===== src/board_io_defs.vh =====
// Constants for the board I/O latch port controller.
`ifndef BOARD_IO_DEFS_VH
`define BOARD_IO_DEFS_VH
`define IO_ADDR 16'h4000
`define BIT_IND_FIRST 0
`define BIT_IND_SECOND 1
`define BIT_SENSOR_EN 2
`define BIT_BUTTON 0
`define LATCH_INIT 8'h00
`define STROBE_MIN_NS 32
`define CLK_PERIOD_NS 40
// Strobe minimum is 3.2 ns, kept in tenths of a nanosecond to stay integer.
`define STROBE_CYCLES ((`STROBE_MIN_NS + `CLK_PERIOD_NS * 10 - 1) / (`CLK_PERIOD_NS * 10))
`define SETUP_CYCLES 3'h1
`define READ_WAIT_CYCLES 3'h3
`endif


===== src/strobe_gen.v =====
// Strobe pulse generator that holds the select high for a set number of cycles.
`timescale 1ns/100ps
module strobe_gen (
  // Clock and reset
  input wire clk_sys,
  input wire rst_n,
  // Control
  input wire start,
  output reg busy_q,
  output reg pulse_q
);
`include "board_io_defs.vh"
  // At least one cycle, even where one clock period alone covers the minimum width.
  localparam [31:0] PULSE_RAW = (`STROBE_CYCLES < 1) ? 1 : `STROBE_CYCLES;
  localparam [2:0] PULSE_LEN = PULSE_RAW[2:0];
  reg [2:0] cnt_q;
  always @(posedge clk_sys or negedge rst_n) begin
    if (!rst_n) begin
      cnt_q <= 3'h0;
      pulse_q <= 1'b0;
      busy_q <= 1'b0;
    end else if (start && !busy_q) begin
      cnt_q <= PULSE_LEN;
      pulse_q <= 1'b1;
      busy_q <= 1'b1;
    end else if (cnt_q > 3'h1) begin
      cnt_q <= cnt_q - 3'h1;
    end else if (cnt_q == 3'h1) begin
      cnt_q <= 3'h0;
      pulse_q <= 1'b0;
    end else begin
      busy_q <= 1'b0;
    end
  end
endmodule // strobe_gen


===== src/board_io_host.v =====
// Host-side controller for the board I/O latch port at the on-board I/O address.
// Summary of operation
// Reading the I/O address returns the push-button level on data bit 0.
// A pressed push-button pulls its line low, so pressed reads as zero.
// Host writes the I/O address; the latch applies all output bits together.
// Output state is captured by a high strobe of at least 3.2 ns.
// Data goes on the bus first, then select rises, then falls.
// The latch cannot be read back, so the host keeps a mirror copy.
// A single-bit change rewrites the other latch bits with their mirrored values.
// Latch bit 0 drives the first indicator, bit 1 the second.
// Latch bit 2 set enables the fast buffer onto the third analog input.
// Latch bit 2 clear leaves the fast buffer output high impedance.
// After reset the host writes a known value to the latch and mirror.

`timescale 1ns/100ps

module board_io_host (
  // Clock and reset
  input wire clk_sys,
  input wire rst_n,
  // User commands
  input wire cmd_write,
  input wire cmd_set_bit,
  input wire [2:0] cmd_bit_idx,
  input wire cmd_bit_val,
  input wire [7:0] cmd_wdata,
  input wire cmd_read,
  output reg cmd_busy_q,
  output reg cmd_done_q,
  output reg [7:0] mirror_q,
  output reg [7:0] rdata_q,
  output reg button_pressed_q,
  output reg indicator_first_q,
  output reg indicator_second_q,
  output reg sensor_buffer_en_q,
  // Device bus
  output reg [15:0] bus_addr_q,
  output reg [7:0] bus_dout_q,
  output reg bus_dout_oe_n_q,
  input wire [7:0] bus_din,
  output reg bus_rd_q,
  output reg io_select_q
);

`include "board_io_defs.vh"

  // ----------------------------------------------------------------
  // State encoding
  // ----------------------------------------------------------------
  localparam [4:0] ST_IDLE = 5'h01;
  localparam [4:0] ST_SETUP = 5'h02;
  localparam [4:0] ST_STROBE = 5'h04;
  localparam [4:0] ST_READ = 5'h08;
  localparam [4:0] ST_SAMPLE = 5'h10;

  reg [4:0] state_q;
  reg [2:0] wait_q;
  reg init_q;
  reg strobe_start_q;
  reg [7:0] din_s1_q;
  reg [7:0] din_s2_q;

  wire strobe_busy;
  wire strobe_pulse;
  wire apply_now;
  wire sample_now;

  // ----------------------------------------------------------------
  // Helper functions
  // ----------------------------------------------------------------
  // Merge one bit into the mirror so the other bits keep their value.
  function [7:0] merge_bit;
    input [7:0] base;
    input [2:0] idx;
    input val;
    begin
      merge_bit = base;
      merge_bit[idx] = val;
    end
  endfunction

  // ----------------------------------------------------------------
  // Strobe pulse generator
  // ----------------------------------------------------------------
  strobe_gen u_strobe (
    .clk_sys(clk_sys),
    .rst_n(rst_n),
    .start(strobe_start_q),
    .busy_q(strobe_busy),
    .pulse_q(strobe_pulse)
  );

  // ----------------------------------------------------------------
  // Input synchroniser for the device data bus
  // ----------------------------------------------------------------
  always @(posedge clk_sys or negedge rst_n) begin
    if (!rst_n) begin
      din_s1_q <= 8'h00;
      din_s2_q <= 8'h00;
    end else begin
      din_s1_q <= bus_din;
      din_s2_q <= din_s1_q;
    end
  end

  // ----------------------------------------------------------------
  // Access sequencer
  // ----------------------------------------------------------------
  // The latch is only counted as written once the select has fallen again.
  assign apply_now = (state_q == ST_STROBE) && !strobe_start_q && !strobe_busy && !io_select_q;
  assign sample_now = (state_q == ST_SAMPLE);

  always @(posedge clk_sys or negedge rst_n) begin
    if (!rst_n) begin
      state_q <= ST_IDLE;
      wait_q <= 3'h0;
      init_q <= 1'b1;
      strobe_start_q <= 1'b0;
      cmd_busy_q <= 1'b1;
      cmd_done_q <= 1'b0;
      bus_addr_q <= 16'h0000;
      bus_dout_q <= 8'h00;
      bus_dout_oe_n_q <= 1'b1;
      bus_rd_q <= 1'b0;
      io_select_q <= 1'b0;
    end else begin
      cmd_done_q <= 1'b0;
      strobe_start_q <= 1'b0;
      io_select_q <= strobe_pulse;
      case (state_q)
        ST_IDLE: begin
          bus_dout_oe_n_q <= 1'b1;
          bus_rd_q <= 1'b0;
          if (init_q || cmd_write || cmd_set_bit) begin
            // Data first, select later, so the latch never sees a half-driven bus.
            bus_addr_q <= `IO_ADDR;
            bus_dout_oe_n_q <= 1'b0;
            if (init_q)
              bus_dout_q <= `LATCH_INIT;
            else if (cmd_write)
              bus_dout_q <= cmd_wdata;
            else
              bus_dout_q <= merge_bit(mirror_q, cmd_bit_idx, cmd_bit_val);
            wait_q <= `SETUP_CYCLES;
            cmd_busy_q <= 1'b1;
            state_q <= ST_SETUP;
          end else if (cmd_read) begin
            bus_addr_q <= `IO_ADDR;
            bus_rd_q <= 1'b1;
            wait_q <= `READ_WAIT_CYCLES;
            cmd_busy_q <= 1'b1;
            state_q <= ST_READ;
          end else begin
            cmd_busy_q <= 1'b0;
          end
        end
        ST_SETUP: begin
          if (wait_q != 3'h0) begin
            wait_q <= wait_q - 3'h1;
          end else begin
            strobe_start_q <= 1'b1;
            state_q <= ST_STROBE;
          end
        end

        ST_STROBE: begin
          // Data stays driven until the select has fallen again.
          if (apply_now) begin
            bus_dout_oe_n_q <= 1'b1;
            init_q <= 1'b0;
            cmd_done_q <= 1'b1;
            state_q <= ST_IDLE;
          end
        end
        ST_READ: begin
          // Two synchroniser stages plus one cycle of bus settling.
          if (wait_q != 3'h0)
            wait_q <= wait_q - 3'h1;
          else
            state_q <= ST_SAMPLE;
        end

        ST_SAMPLE: begin
          bus_rd_q <= 1'b0;
          cmd_done_q <= 1'b1;
          state_q <= ST_IDLE;
        end
        default: begin
          state_q <= ST_IDLE;
        end
      endcase
    end
  end

  // ----------------------------------------------------------------
  // Board output and read-back registers
  // ----------------------------------------------------------------
  // The three board outputs move on one edge, like the latch they copy.
  always @(posedge clk_sys or negedge rst_n) begin
    if (!rst_n) begin
      mirror_q <= `LATCH_INIT;
      indicator_first_q <= 1'b0;
      indicator_second_q <= 1'b0;
      sensor_buffer_en_q <= 1'b0;
      rdata_q <= 8'h00;
      button_pressed_q <= 1'b0;
    end else begin
      if (apply_now) begin
        mirror_q <= bus_dout_q;
        indicator_first_q <= bus_dout_q[`BIT_IND_FIRST];
        indicator_second_q <= bus_dout_q[`BIT_IND_SECOND];
        sensor_buffer_en_q <= bus_dout_q[`BIT_SENSOR_EN];
      end
      // Raw byte kept for software; only the button bit is inverted.
      if (sample_now) begin
        rdata_q <= din_s2_q;
        button_pressed_q <= ~din_s2_q[`BIT_BUTTON];
      end
    end
  end

endmodule // board_io_host


===== config.mk =====
export PLATFORM = sky130hd
export DESIGN_NAME = board_io_host
export DESIGN_NICKNAME = d
export VERILOG_FILES = /design/src/strobe_gen.v /design/src/board_io_host.v
export VERILOG_INCLUDE_DIRS = /design/src /design/src/src
export SDC_FILE = /design/constraint.sdc
export NUM_CORES = 1
export LEC_CHECK = 0
export BUFFER_PORTS_ARGS = -buffer_cell sky130_fd_sc_hd__buf_2
export CORE_ASPECT_RATIO = 1.4
export CORE_MARGIN = 10
export CORE_UTILIZATION = 40
export CTS_CLUSTER_DIAMETER = 200
export DETAILED_ROUTE_END_ITERATION = 16
export GPL_TIMING_DRIVEN = 1
export PLACE_DENSITY = 0.75
export SYNTH_ARGS = -nofsm -noshare
export SYNTH_HDL_FRONTEND = slang
export SYNTH_SLANG_ARGS = --single-unit

===== constraint.sdc =====
create_clock -name clk_sys -period 3.3 [get_ports clk_sys]
set_input_delay 0 -clock clk_sys [delete_from_list [all_inputs] [get_ports clk_sys]]
set_output_delay 0 -clock clk_sys [all_outputs]
set_load 0.05 [all_outputs]

==> results_dict.tcl, run 1 <==
set metrics [dict create \
    timing.final.setup_violations 0 \
    layout_worst_path_cycle_share 0.614 \
    finalWeightedCongestion 0.814 \
    grt_setup_unrepaired "false" \
    dp_hpwl_microns 4220 \
    drt-pass1-iter-count 4 \
    drc 0 \
    total_global_route_track_usage 0.111 \
    top_signal_layer_used "met4" \
    min_delay_path_depth 3 \
    wl_met3_microns 493 \
    pin_count 74 \
    grt_start_max_net_pins 40 \
    regToRegSetupSlack_ps 1270 \
    area_growth_from_synthesis_to_layout_pct 24.1 \
    cts_tree "done" \
    overflow 0 \
    cts-buffers-inserted 9 \
    max_slew.worst_pin.slew_ps 833 \
    type_of_destination_of_the_critical_path "flop" \
    first_iter_violations 78 \
    core_area_sq_um 6570 \
    critical_path_peak_fanout 6 \
    detail_route.wirelength.met1_microns 2180 \
    insertion_delay_ps 330 \
    layout_common_cells "58 x dfrtp_1, 58 x buf_2, 25 x mux2_1" \
    power.static_leakage_nw 1.72 \
    multiInputGateArea_sq_um 1000 \
    placement_row_count 35 \
    slew_margin_rel 0.445 \
    fin_max_slew_vios 0 \
    final.setup.worst_slack_ps 1270 \
    initial_util 0.409 \
    capture_point_of_the_worst_reg_to_reg_path "bus_rd_q" \
    fillCellCount 589 \
    worst-setup-path-type "flop to flop" \
    final-hold-violation-count 0 \
    startpoint_type_of_the_worst_setup_path "flop" \
    worst_hold_startpoint "cmd_wdata[0]" \
    drt.antenna.violating_nets 0 \
    worst_path_max_delay_cell "dfstp_2" \
    place_ws_ps 1400 \
    fp.dieH_microns 117 \
    hp-class "input pin to flop" \
    post-synth-top-area-cell "dfrtp_1" \
    synth_warnings 0 \
    max_cap_viol_count 0 \
    wire_length_of_the_first_global_routing_pass_microns 8890 \
    setup-tns-final_ps 0 \
    synthesis.instances 212 \
    launch_point_of_the_worst_path "state_q[0]" \
    postCtsResizedCells 0 \
    syn_area_per_cell_sq_um 12.7 \
    worst_reg2reg_path_length_in_cells 5 \
    antenna-diode-count 0 \
    finalCriticalPeriod_ps 2030 \
    syn-cell-area_sq_um 2690 \
    peakVddDrop_mv 0.461 \
    post_route_cells_drive_above_1_share 0.308 \
    wl_microns 5640 \
    max_clock_buf_depth 2 \
    critical_path.cell_chain "nor2b_1 -> and2_1 -> nand3_1 -> dlygate4sd3_1 -> a21boi_1" \
    outcome "finished clean" \
    die_w_microns 89.2 \
    ys_top_cells_by_area "dfrtp_1 54%, mux2_1 10%, buf_4 5.0%, dfstp_2 3.9%, mux2_2 3.4%" \
    cts_max_level 3 \
    vias_per_cell 4.98 \
    route.met2.wl_microns 2860 \
    largest_incremental_delay_on_the_critical_path_ps 570 \
    synth_top_area_frac 0.541 \
    design.final.nets 316 \
    critical_path.reg2reg.startpoint "state_q[0]" \
    dieArea_sq_um 10400 \
    yosysSeqAreaShare 0.580 \
    clk_transition_reported_paths_ps 70 \
    via_count 1822 \
    pwr_density_cell_nw_per_um2 988 \
    grt_pass1_vias 1871 \
    cp.arrival_ps 2280 \
    synth-seq-cells 62 \
    antenna_found_initial 0 \
    seqCellArea_sq_um 1560 \
    placement.io_buffers 58 \
    route.detailed.wl_per_inst_microns 15.4 \
    clock-skew-final_ps 6.11 \
    post_synth_num_cell_types 37 \
    tritoncts_num_sinks 62 \
    timing.critical_path.to "bus_rd_q" \
    clock_tree.root_cell "clkbuf_8" \
    placed_instance_area_sq_um 2980 \
    critical_path_buf_inv_count 1 \
    crit_cells 5 \
    fmax_ghz 0.493 \
    path_delay_family "simple AND/OR/NAND/NOR gates" \
    timing.critical_path.required_ps 3550 \
    final_cell_area_sq_um 3330 \
]
[metal layers]
metal / up-vias / track usage
li1: 867 / -
met1: 890 / 0.114
met2: 57 / 0.193
met3: 8 / 0.0381
met4: 0 / 0.0543
met5: - / 0
[cells in the mapped netlist (all sizes together)]
| master | n |
|---|---|
| a22o | 9 |
| dfrtp | 58 |
| a31oi | 3 |
| a21oi | 3 |
| nand3b | 5 |
| nor3 | 7 |
| and2 | 2 |
| o21bai | 1 |
| and4 | 1 |
| nand2 | 9 |
| or4 | 1 |
| nand3 | 5 |
| dfstp | 4 |
| mux2 | 33 |
| nor2b | 2 |
| ha | 4 |
| nand2b | 2 |
| o21ai | 6 |
| xnor2 | 1 |
| and4b | 1 |
| inv | 7 |
| or3 | 1 |
| nand4b | 1 |
| conb | 1 |
| a21boi | 1 |
| buf | 21 |
| o22ai | 1 |
| nor3b | 3 |
| mux2i | 3 |
| nor2 | 14 |
| nand4bb | 2 |
[metrics by stage]
step	total power, mW	hold WS (ps)	std cells	utilization
floorplan	2.22	-296	226	-
global placement	2.51	108	338	0.453
detailed placement	2.54	109	338	0.453
CTS	3.33	0.620	366	0.507
global route	3.48	23.3	366	0.507
finish	3.29	11.9	366	0.507
[worst min-delay path, stage by stage]
cell and delay [ps]:
buf_2 70, mux2_2 130, a22o_1 110
[state kept, by name, indices dropped and copies added (netlist names), 3 cells and up]
| register | cells |
|---|---|
| din_s1_q | 8 |
| rdata_q | 8 |
| u_strobe.cnt_q | 3 |
| wait_q | 3 |
| din_s2_q | 8 |
| state_q | 5 |
| bus_dout_q | 8 |
| mirror_q | 8 |
[cell type report]
type,count,area share
well taps,74,0.0278
inverters,7,0.00789
clock buffers,13,0.0507
repair buffers,71,0.125
multi-input cells,136,0.302
clock inverters,3,0.0195
flip-flops and latches,62,0.467
[cells by family (layout without fill, tap and decap cells)]
group                    Yosys count  after routing  share of synthesized area
flip-flops                        62             62                      0.580
AO/OA/AOI/OAI                     24             24                     0.0610
buffers and inverters             28             94                     0.0657
multiplexers                      36             36                      0.150
adder cells (fa/ha/maj)            4              4                     0.0186
XOR/XNOR                           1              1                    0.00326
other                              1             15                    0.00140
AND/OR/NAND/NOR                   56             56                      0.121
[timing repair]
item,4_1_cts,5_1_grt
hold buffers,12,0
buffers inserted,0,0
endpoints found under the hold margin,46,0
[power by group]
| group | internal, mW | switching [mW] | total, mW |
|---|---|---|---|
| combinational | 0.415 | 0.974 | 1.39 |
| sequential | 0.983 | 0.157 | 1.14 |
| clock | 0.486 | 0.275 | 0.762 |
| total | 1.88 | 1.41 | 3.29 |
[worst min path at each step]
| stage | to | slack (ps) |
|---|---|---|
| final | bus_dout_q[0] | 10 |
| after global routing | bus_dout_q[7] | 20 |
| after CTS | bus_dout_q[0] | 0.6 |
| after global placement | din_s1_q[7] | 110 |
| after detailed placement | din_s1_q[5] | 110 |
| after floorplan | bus_addr_q[14] | -300 |
No activity file was read; power rests on OpenSTA's default activity.
==> run 2, diff against run 1 <==
==> constraint.sdc (replaced) <==
create_clock -name clk_sys -period 1.91 [get_ports clk_sys]
set_input_delay 0 -clock clk_sys [delete_from_list [all_inputs] [get_ports clk_sys]]
set_output_delay 0 -clock clk_sys [all_outputs]
set_load 0.05 [all_outputs]
==> run 2 against run 1 <==
Effect of this change: first-iteration DRC count up 36%; clock-buffer cell count down 1; critical path depth down 1; hold slack better by 4.1 ps; global-route usage up 0.23 points; clock skew about the same; critical path type unchanged; critical endpoint is now bus_dout_q[3]; largest cell class unchanged; largest power group unchanged; highest routed layer unchanged.
==> results_dict.tcl, run 2 (same netlist as run 1, synthesis figures left out) <==
set metrics [dict create \
    dieArea_sq_um 10400 \
    wl_met3_microns 500 \
    clock_tree.root_cell "clkbuf_8" \
    cp.arrival_ps 2010 \
    critical_path.cell_chain "nor2b_1 -> nand3_2 -> nor2_2 -> a22o_1" \
    outcome "finished clean" \
    power.static_leakage_nw 1.74 \
    critical_path.reg2reg.startpoint "state_q[0]" \
    fillCellCount 571 \
    worst_reg2reg_path_length_in_cells 4 \
    overflow 0 \
    total_global_route_track_usage 0.113 \
    setup-tns-final_ps 0 \
    antenna_found_initial 0 \
    antenna-diode-count 0 \
    drt.antenna.violating_nets 0 \
    largest_incremental_delay_on_the_critical_path_ps 570 \
    final_cell_area_sq_um 3360 \
    drt-pass1-iter-count 4 \
    max_clock_buf_depth 2 \
    cts_max_level 3 \
    timing.critical_path.to "bus_dout_q[3]" \
    route.detailed.wl_per_inst_microns 15.2 \
    drc 0 \
    pin_count 74 \
    type_of_destination_of_the_critical_path "flop" \
    area_growth_from_synthesis_to_layout_pct 25.3 \
    finalWeightedCongestion 0.890 \
    wl_microns 5620 \
    path_delay_family "simple AND/OR/NAND/NOR gates" \
    finalCriticalPeriod_ps 1740 \
    cts-buffers-inserted 9 \
    grt_start_max_net_pins 34 \
    critical_path_peak_fanout 10 \
    fmax_ghz 0.575 \
    startpoint_type_of_the_worst_setup_path "flop" \
    worst-setup-path-type "flop to flop" \
    via_count 1827 \
    placement.io_buffers 58 \
    placement_row_count 35 \
    regToRegSetupSlack_ps 170 \
    capture_point_of_the_worst_reg_to_reg_path "bus_dout_q[3]" \
    hp-class "input pin to flop" \
    layout_common_cells "58 x dfrtp_1, 58 x buf_2, 25 x mux2_1" \
    grt_setup_unrepaired "false" \
    dp_hpwl_microns 4200 \
    max_cap_viol_count 0 \
    insertion_delay_ps 330 \
    wire_length_of_the_first_global_routing_pass_microns 9050 \
    initial_util 0.409 \
    launch_point_of_the_worst_path "state_q[0]" \
    slew_margin_rel 0.546 \
    crit_cells 4 \
    clk_transition_reported_paths_ps 70 \
    max_slew.worst_pin.slew_ps 681 \
    clock-skew-final_ps 6.35 \
    tritoncts_num_sinks 62 \
    design.final.nets 320 \
    route.met2.wl_microns 2880 \
    peakVddDrop_mv 0.667 \
    fp.dieH_microns 117 \
    placed_instance_area_sq_um 3020 \
    top_signal_layer_used "met4" \
    post_route_cells_drive_above_1_share 0.315 \
    pwr_density_cell_nw_per_um2 1690 \
    first_iter_violations 106 \
    critical_path_buf_inv_count 0 \
    core_area_sq_um 6570 \
    grt_pass1_vias 1911 \
    layout_worst_path_cycle_share 0.911 \
    vias_per_cell 4.95 \
    timing.final.setup_violations 0 \
    finish.utilization 0.512 \
    detail_route.wirelength.met1_microns 2130 \
    die_w_microns 89.2 \
    timing.critical_path.required_ps 2180 \
    final-hold-violation-count 0 \
    cts_tree "done" \
    fin_max_slew_vios 0 \
    worst_path_max_delay_cell "dfstp_2" \
]
-- run 2: cell count changes in the layout (fill, tap and decap cells not counted) --
cell / before / now
buf_4: 1 / 4
clkinv_2: 1 / 0
clkinvlp_4: 0 / 1
clkbuf_8: 12 / 11
buf_12: 0 / 1
-- run 2: worst min-delay path by stage --
stage | depth (start not counted) | to | slack [ps] | start
6_report | 4 | bus_dout_oe_n_q | 20 | cmd_set_bit
5_1_grt | 3 | bus_dout_q[4] | 10 | cmd_wdata[4]
4_1_cts | 3 | bus_dout_q[1] | 0.4 | cmd_wdata[1]
3_5_place_dp | 1 | mirror_q[1] | 90 | rst_n
3_3_place_gp | 1 | mirror_q[1] | 80 | rst_n
2_1_floorplan | 0 | bus_addr_q[14] | -300 | rst_n
-- run 2: area by class of cell --
type,count,area [sq um],share of cell area
tap,74,92.6,0.0275
multi-input combinational,136,1000,0.299
sequential,62,1560,0.463
clock inverter,3,67.6,0.0201
clock buffer,12,155,0.0461
inverter,7,26.3,0.00781
timing repair buffer,75,460,0.137
-- run 2: metal layers --
metal	track usage	vias up
met5	0	-
li1	-	869
met1	0.117	880
met2	0.189	65
met4	0.0628	0
met3	0.0457	13
-- run 2: worst register-to-register path, cell delays in order, from the launching register on --
cell,delay (ps)
dfstp_2,570
nor2b_1,290
nand3_2,270
nor2_2,370
a22o_1,180
-- run 2: metrics by stage --
step                      worst slack, ps  total power [mW]  hold slack, ps  instances
after floorplan                       369              3.84            -296        226
after global placement                198              4.38            75.2        342
after detailed placement              161              4.44            86.9        342
after CTS                             158              5.76           0.364        369
after global routing                 77.9              6.01            14.6        369
final                                 171              5.68            16.0        369
-- run 2: what timing repair did --
action,CTS,global route
hold buffers,12,0
resized for setup,0,0
buffers inserted,0,0
endpoints found under the hold margin,36,0
-- run 2: power by group --
part,switching (mW),leakage (nW),internal (mW)
clock,0.470,0.109,0.799
combinational,1.69,0.845,0.756
sequential,0.267,0.783,1.70
==> run 3, diff against run 2 <==
--- a/config.mk
+++ b/config.mk
@@ -6,14 +6,14 @@
 export SDC_FILE = /design/constraint.sdc
 export NUM_CORES = 1
 export LEC_CHECK = 0
+export ABC_AREA = 0
 export BUFFER_PORTS_ARGS = -buffer_cell sky130_fd_sc_hd__buf_2
-export CORE_ASPECT_RATIO = 1.4
 export CORE_MARGIN = 10
-export CORE_UTILIZATION = 40
+export CORE_UTILIZATION = 52
 export CTS_CLUSTER_DIAMETER = 200
 export DETAILED_ROUTE_END_ITERATION = 16
 export GPL_TIMING_DRIVEN = 1
-export PLACE_DENSITY = 0.75
+export PLACE_DENSITY = 0.9
 export SYNTH_ARGS = -nofsm -noshare
 export SYNTH_HDL_FRONTEND = slang
 export SYNTH_SLANG_ARGS = --single-unit
==> run 3 against run 2 <==
Effect of this change: largest cell class unchanged; clock-buffer cell count shrank 1; via count grew 1.3%; worst setup slack gained 65 ps; power shrank 0.66%; die area shrank 19%; sequential share of layout area grew 0.47 points; routed wire length grew 6.6%; sequential cell count is the same; maximum frequency grew 3.9%; non-clock buffer count is the same.
==> results_dict.tcl, run 3 (same netlist as run 1, synthesis figures left out) <==
set metrics [dict create \
    outcome "finished clean" \
    drt.antenna.violating_nets 0 \
    antenna-diode-count 0 \
    fmax_ghz 0.597 \
    layout_common_cells "58 x dfrtp_1, 58 x buf_2, 25 x mux2_1" \
    design.final.nets 320 \
    post_cts_buffers 0 \
    slew_margin_rel 0.494 \
    tritoncts_num_sinks 62 \
    wl_microns 5990 \
    finalWeightedCongestion 0.907 \
    first_iter_violations 80 \
    capture_point_of_the_worst_reg_to_reg_path "wait_q[1]" \
    dp_hpwl_microns 4330 \
    final-hold-violation-count 0 \
    core_area_sq_um 5040 \
    clock_tree.root_cell "clkbuf_8" \
    wire_length_of_the_first_global_routing_pass_microns 10100 \
    critical_path_peak_fanout 5 \
    area_growth_from_synthesis_to_layout_pct 24.0 \
    layout_worst_path_cycle_share 0.877 \
    placement.io_buffers 58 \
    timing.final.setup_violations 0 \
    fp.dieH_microns 91.9 \
    vias_per_cell 5.05 \
    worst-setup-path-type "flop to flop" \
    max_slew.worst_pin.slew_ps 759 \
    initial_util 0.533 \
    cp.arrival_ps 1890 \
    fillCellCount 376 \
    grt_setup_unrepaired "false" \
    grt_pass1_vias 2044 \
    timing.critical_path.to "wait_q[1]" \
    startpoint_type_of_the_worst_setup_path "flop" \
    fin_max_slew_vios 0 \
    cts-buffers-inserted 9 \
    max_cap_viol_count 0 \
    clock-skew-final_ps 9.07 \
    route.detailed.wl_per_inst_microns 16.4 \
    cts_tree "done" \
    type_of_destination_of_the_critical_path "flop" \
    worst_reg2reg_path_length_in_cells 4 \
    pin_count 74 \
    power.static_leakage_nw 1.72 \
    placement_row_count 26 \
    max_clock_buf_depth 2 \
    final.setup.worst_slack_ps 235 \
    dieArea_sq_um 8440 \
    timing.critical_path.required_ps 2130 \
    drt-pass1-iter-count 4 \
    die_w_microns 91.9 \
    regToRegSetupSlack_ps 240 \
    antenna_found_initial 0 \
    cts_max_level 3 \
    launch_point_of_the_worst_path "state_q[3]" \
    total_global_route_track_usage 0.148 \
    drc 0 \
    post_route_cells_drive_above_1_share 0.324 \
    place_ws_ps 277 \
    setup-tns-final_ps 0 \
    critical_path.reg2reg.startpoint "state_q[3]" \
    via_count 1850 \
    pwr_density_cell_nw_per_um2 1700 \
    grt_start_max_net_pins 63 \
    clk_transition_reported_paths_ps 70 \
    finalCriticalPeriod_ps 1670 \
    insertion_delay_ps 340 \
    overflow 0 \
    hp-class "input pin to flop" \
    peakVddDrop_mv 0.760 \
]
## run 3: cell types whose count changed in the layout (fill, tap and decap cells not counted)
cell and delta:
buf_12 -1, buf_4 +2, bufinv_16 -1, clkbuf_1 -1, clkinv_2 +1, clkinvlp_4 +2
dlygate4sd3_1 -1
## run 3: cell type report
cell class | count | area [sq um] | area share
repair buffers | 75 | 445 | 0.134
multi-input cells | 136 | 1000 | 0.302
clock inverters | 5 | 57.6 | 0.0173
inverters | 7 | 26.3 | 0.00789
flip-flops and latches | 62 | 1560 | 0.467
clock buffers | 11 | 151 | 0.0455
well taps | 70 | 87.6 | 0.0263
## run 3: through the flow
| stage | utilization | cell area (sq um) | instances | hold slack (ps) | power [mW] |
|---|---|---|---|---|---|
| CTS | 0.660 | 3330 | 366 | 5.10 | 5.67 |
| global route | 0.660 | 3330 | 366 | 16.9 | 5.97 |
| global placement | 0.597 | 3010 | 339 | 108 | 4.37 |
| finish | 0.660 | 3330 | 366 | 13.8 | 5.64 |
| detailed placement | 0.597 | 3010 | 339 | 109 | 4.47 |
| floorplan | - | 2740 | 226 | -296 | 3.84 |
## run 3: worst min path at each step
stage,start,endpoint,cells past startpoint
detailed placement,bus_din[7],din_s1_q[7],1
floorplan,rst_n,bus_addr_q[14],0
CTS,cmd_wdata[6],bus_dout_q[6],3
global placement,bus_din[7],din_s1_q[7],1
global route,cmd_wdata[5],bus_dout_q[5],3
finish,cmd_wdata[6],bus_dout_q[6],3
## run 3: what timing repair did
action                    in CTS  in global routing
resized for setup              0                  0
hold buffers                  11                  0
hold endpoints to repair      71                  0
## run 3: layer usage
layer | wire length (microns) | up-vias | track usage
met4 | 195 | 0 | 0.0848
met5 | 0 | - | 0
met3 | 384 | 20 | 0.0538
met1 | 2190 | 905 | 0.146
met2 | 3220 | 51 | 0.261
li1 | - | 874 | -
## run 3: power breakdown
group	total (mW)	internal [mW]	switching, mW
Clock	1.18	0.671	0.505
Combinational	2.49	0.768	1.72
Sequential	1.98	1.70	0.279
## run 3: worst max-delay path: stages, from the launching register on
cell and delay [ps]:
dfrtp_1 460, xnor2_1 210, or4_4 470, mux2i_1 140, mux2_1 280
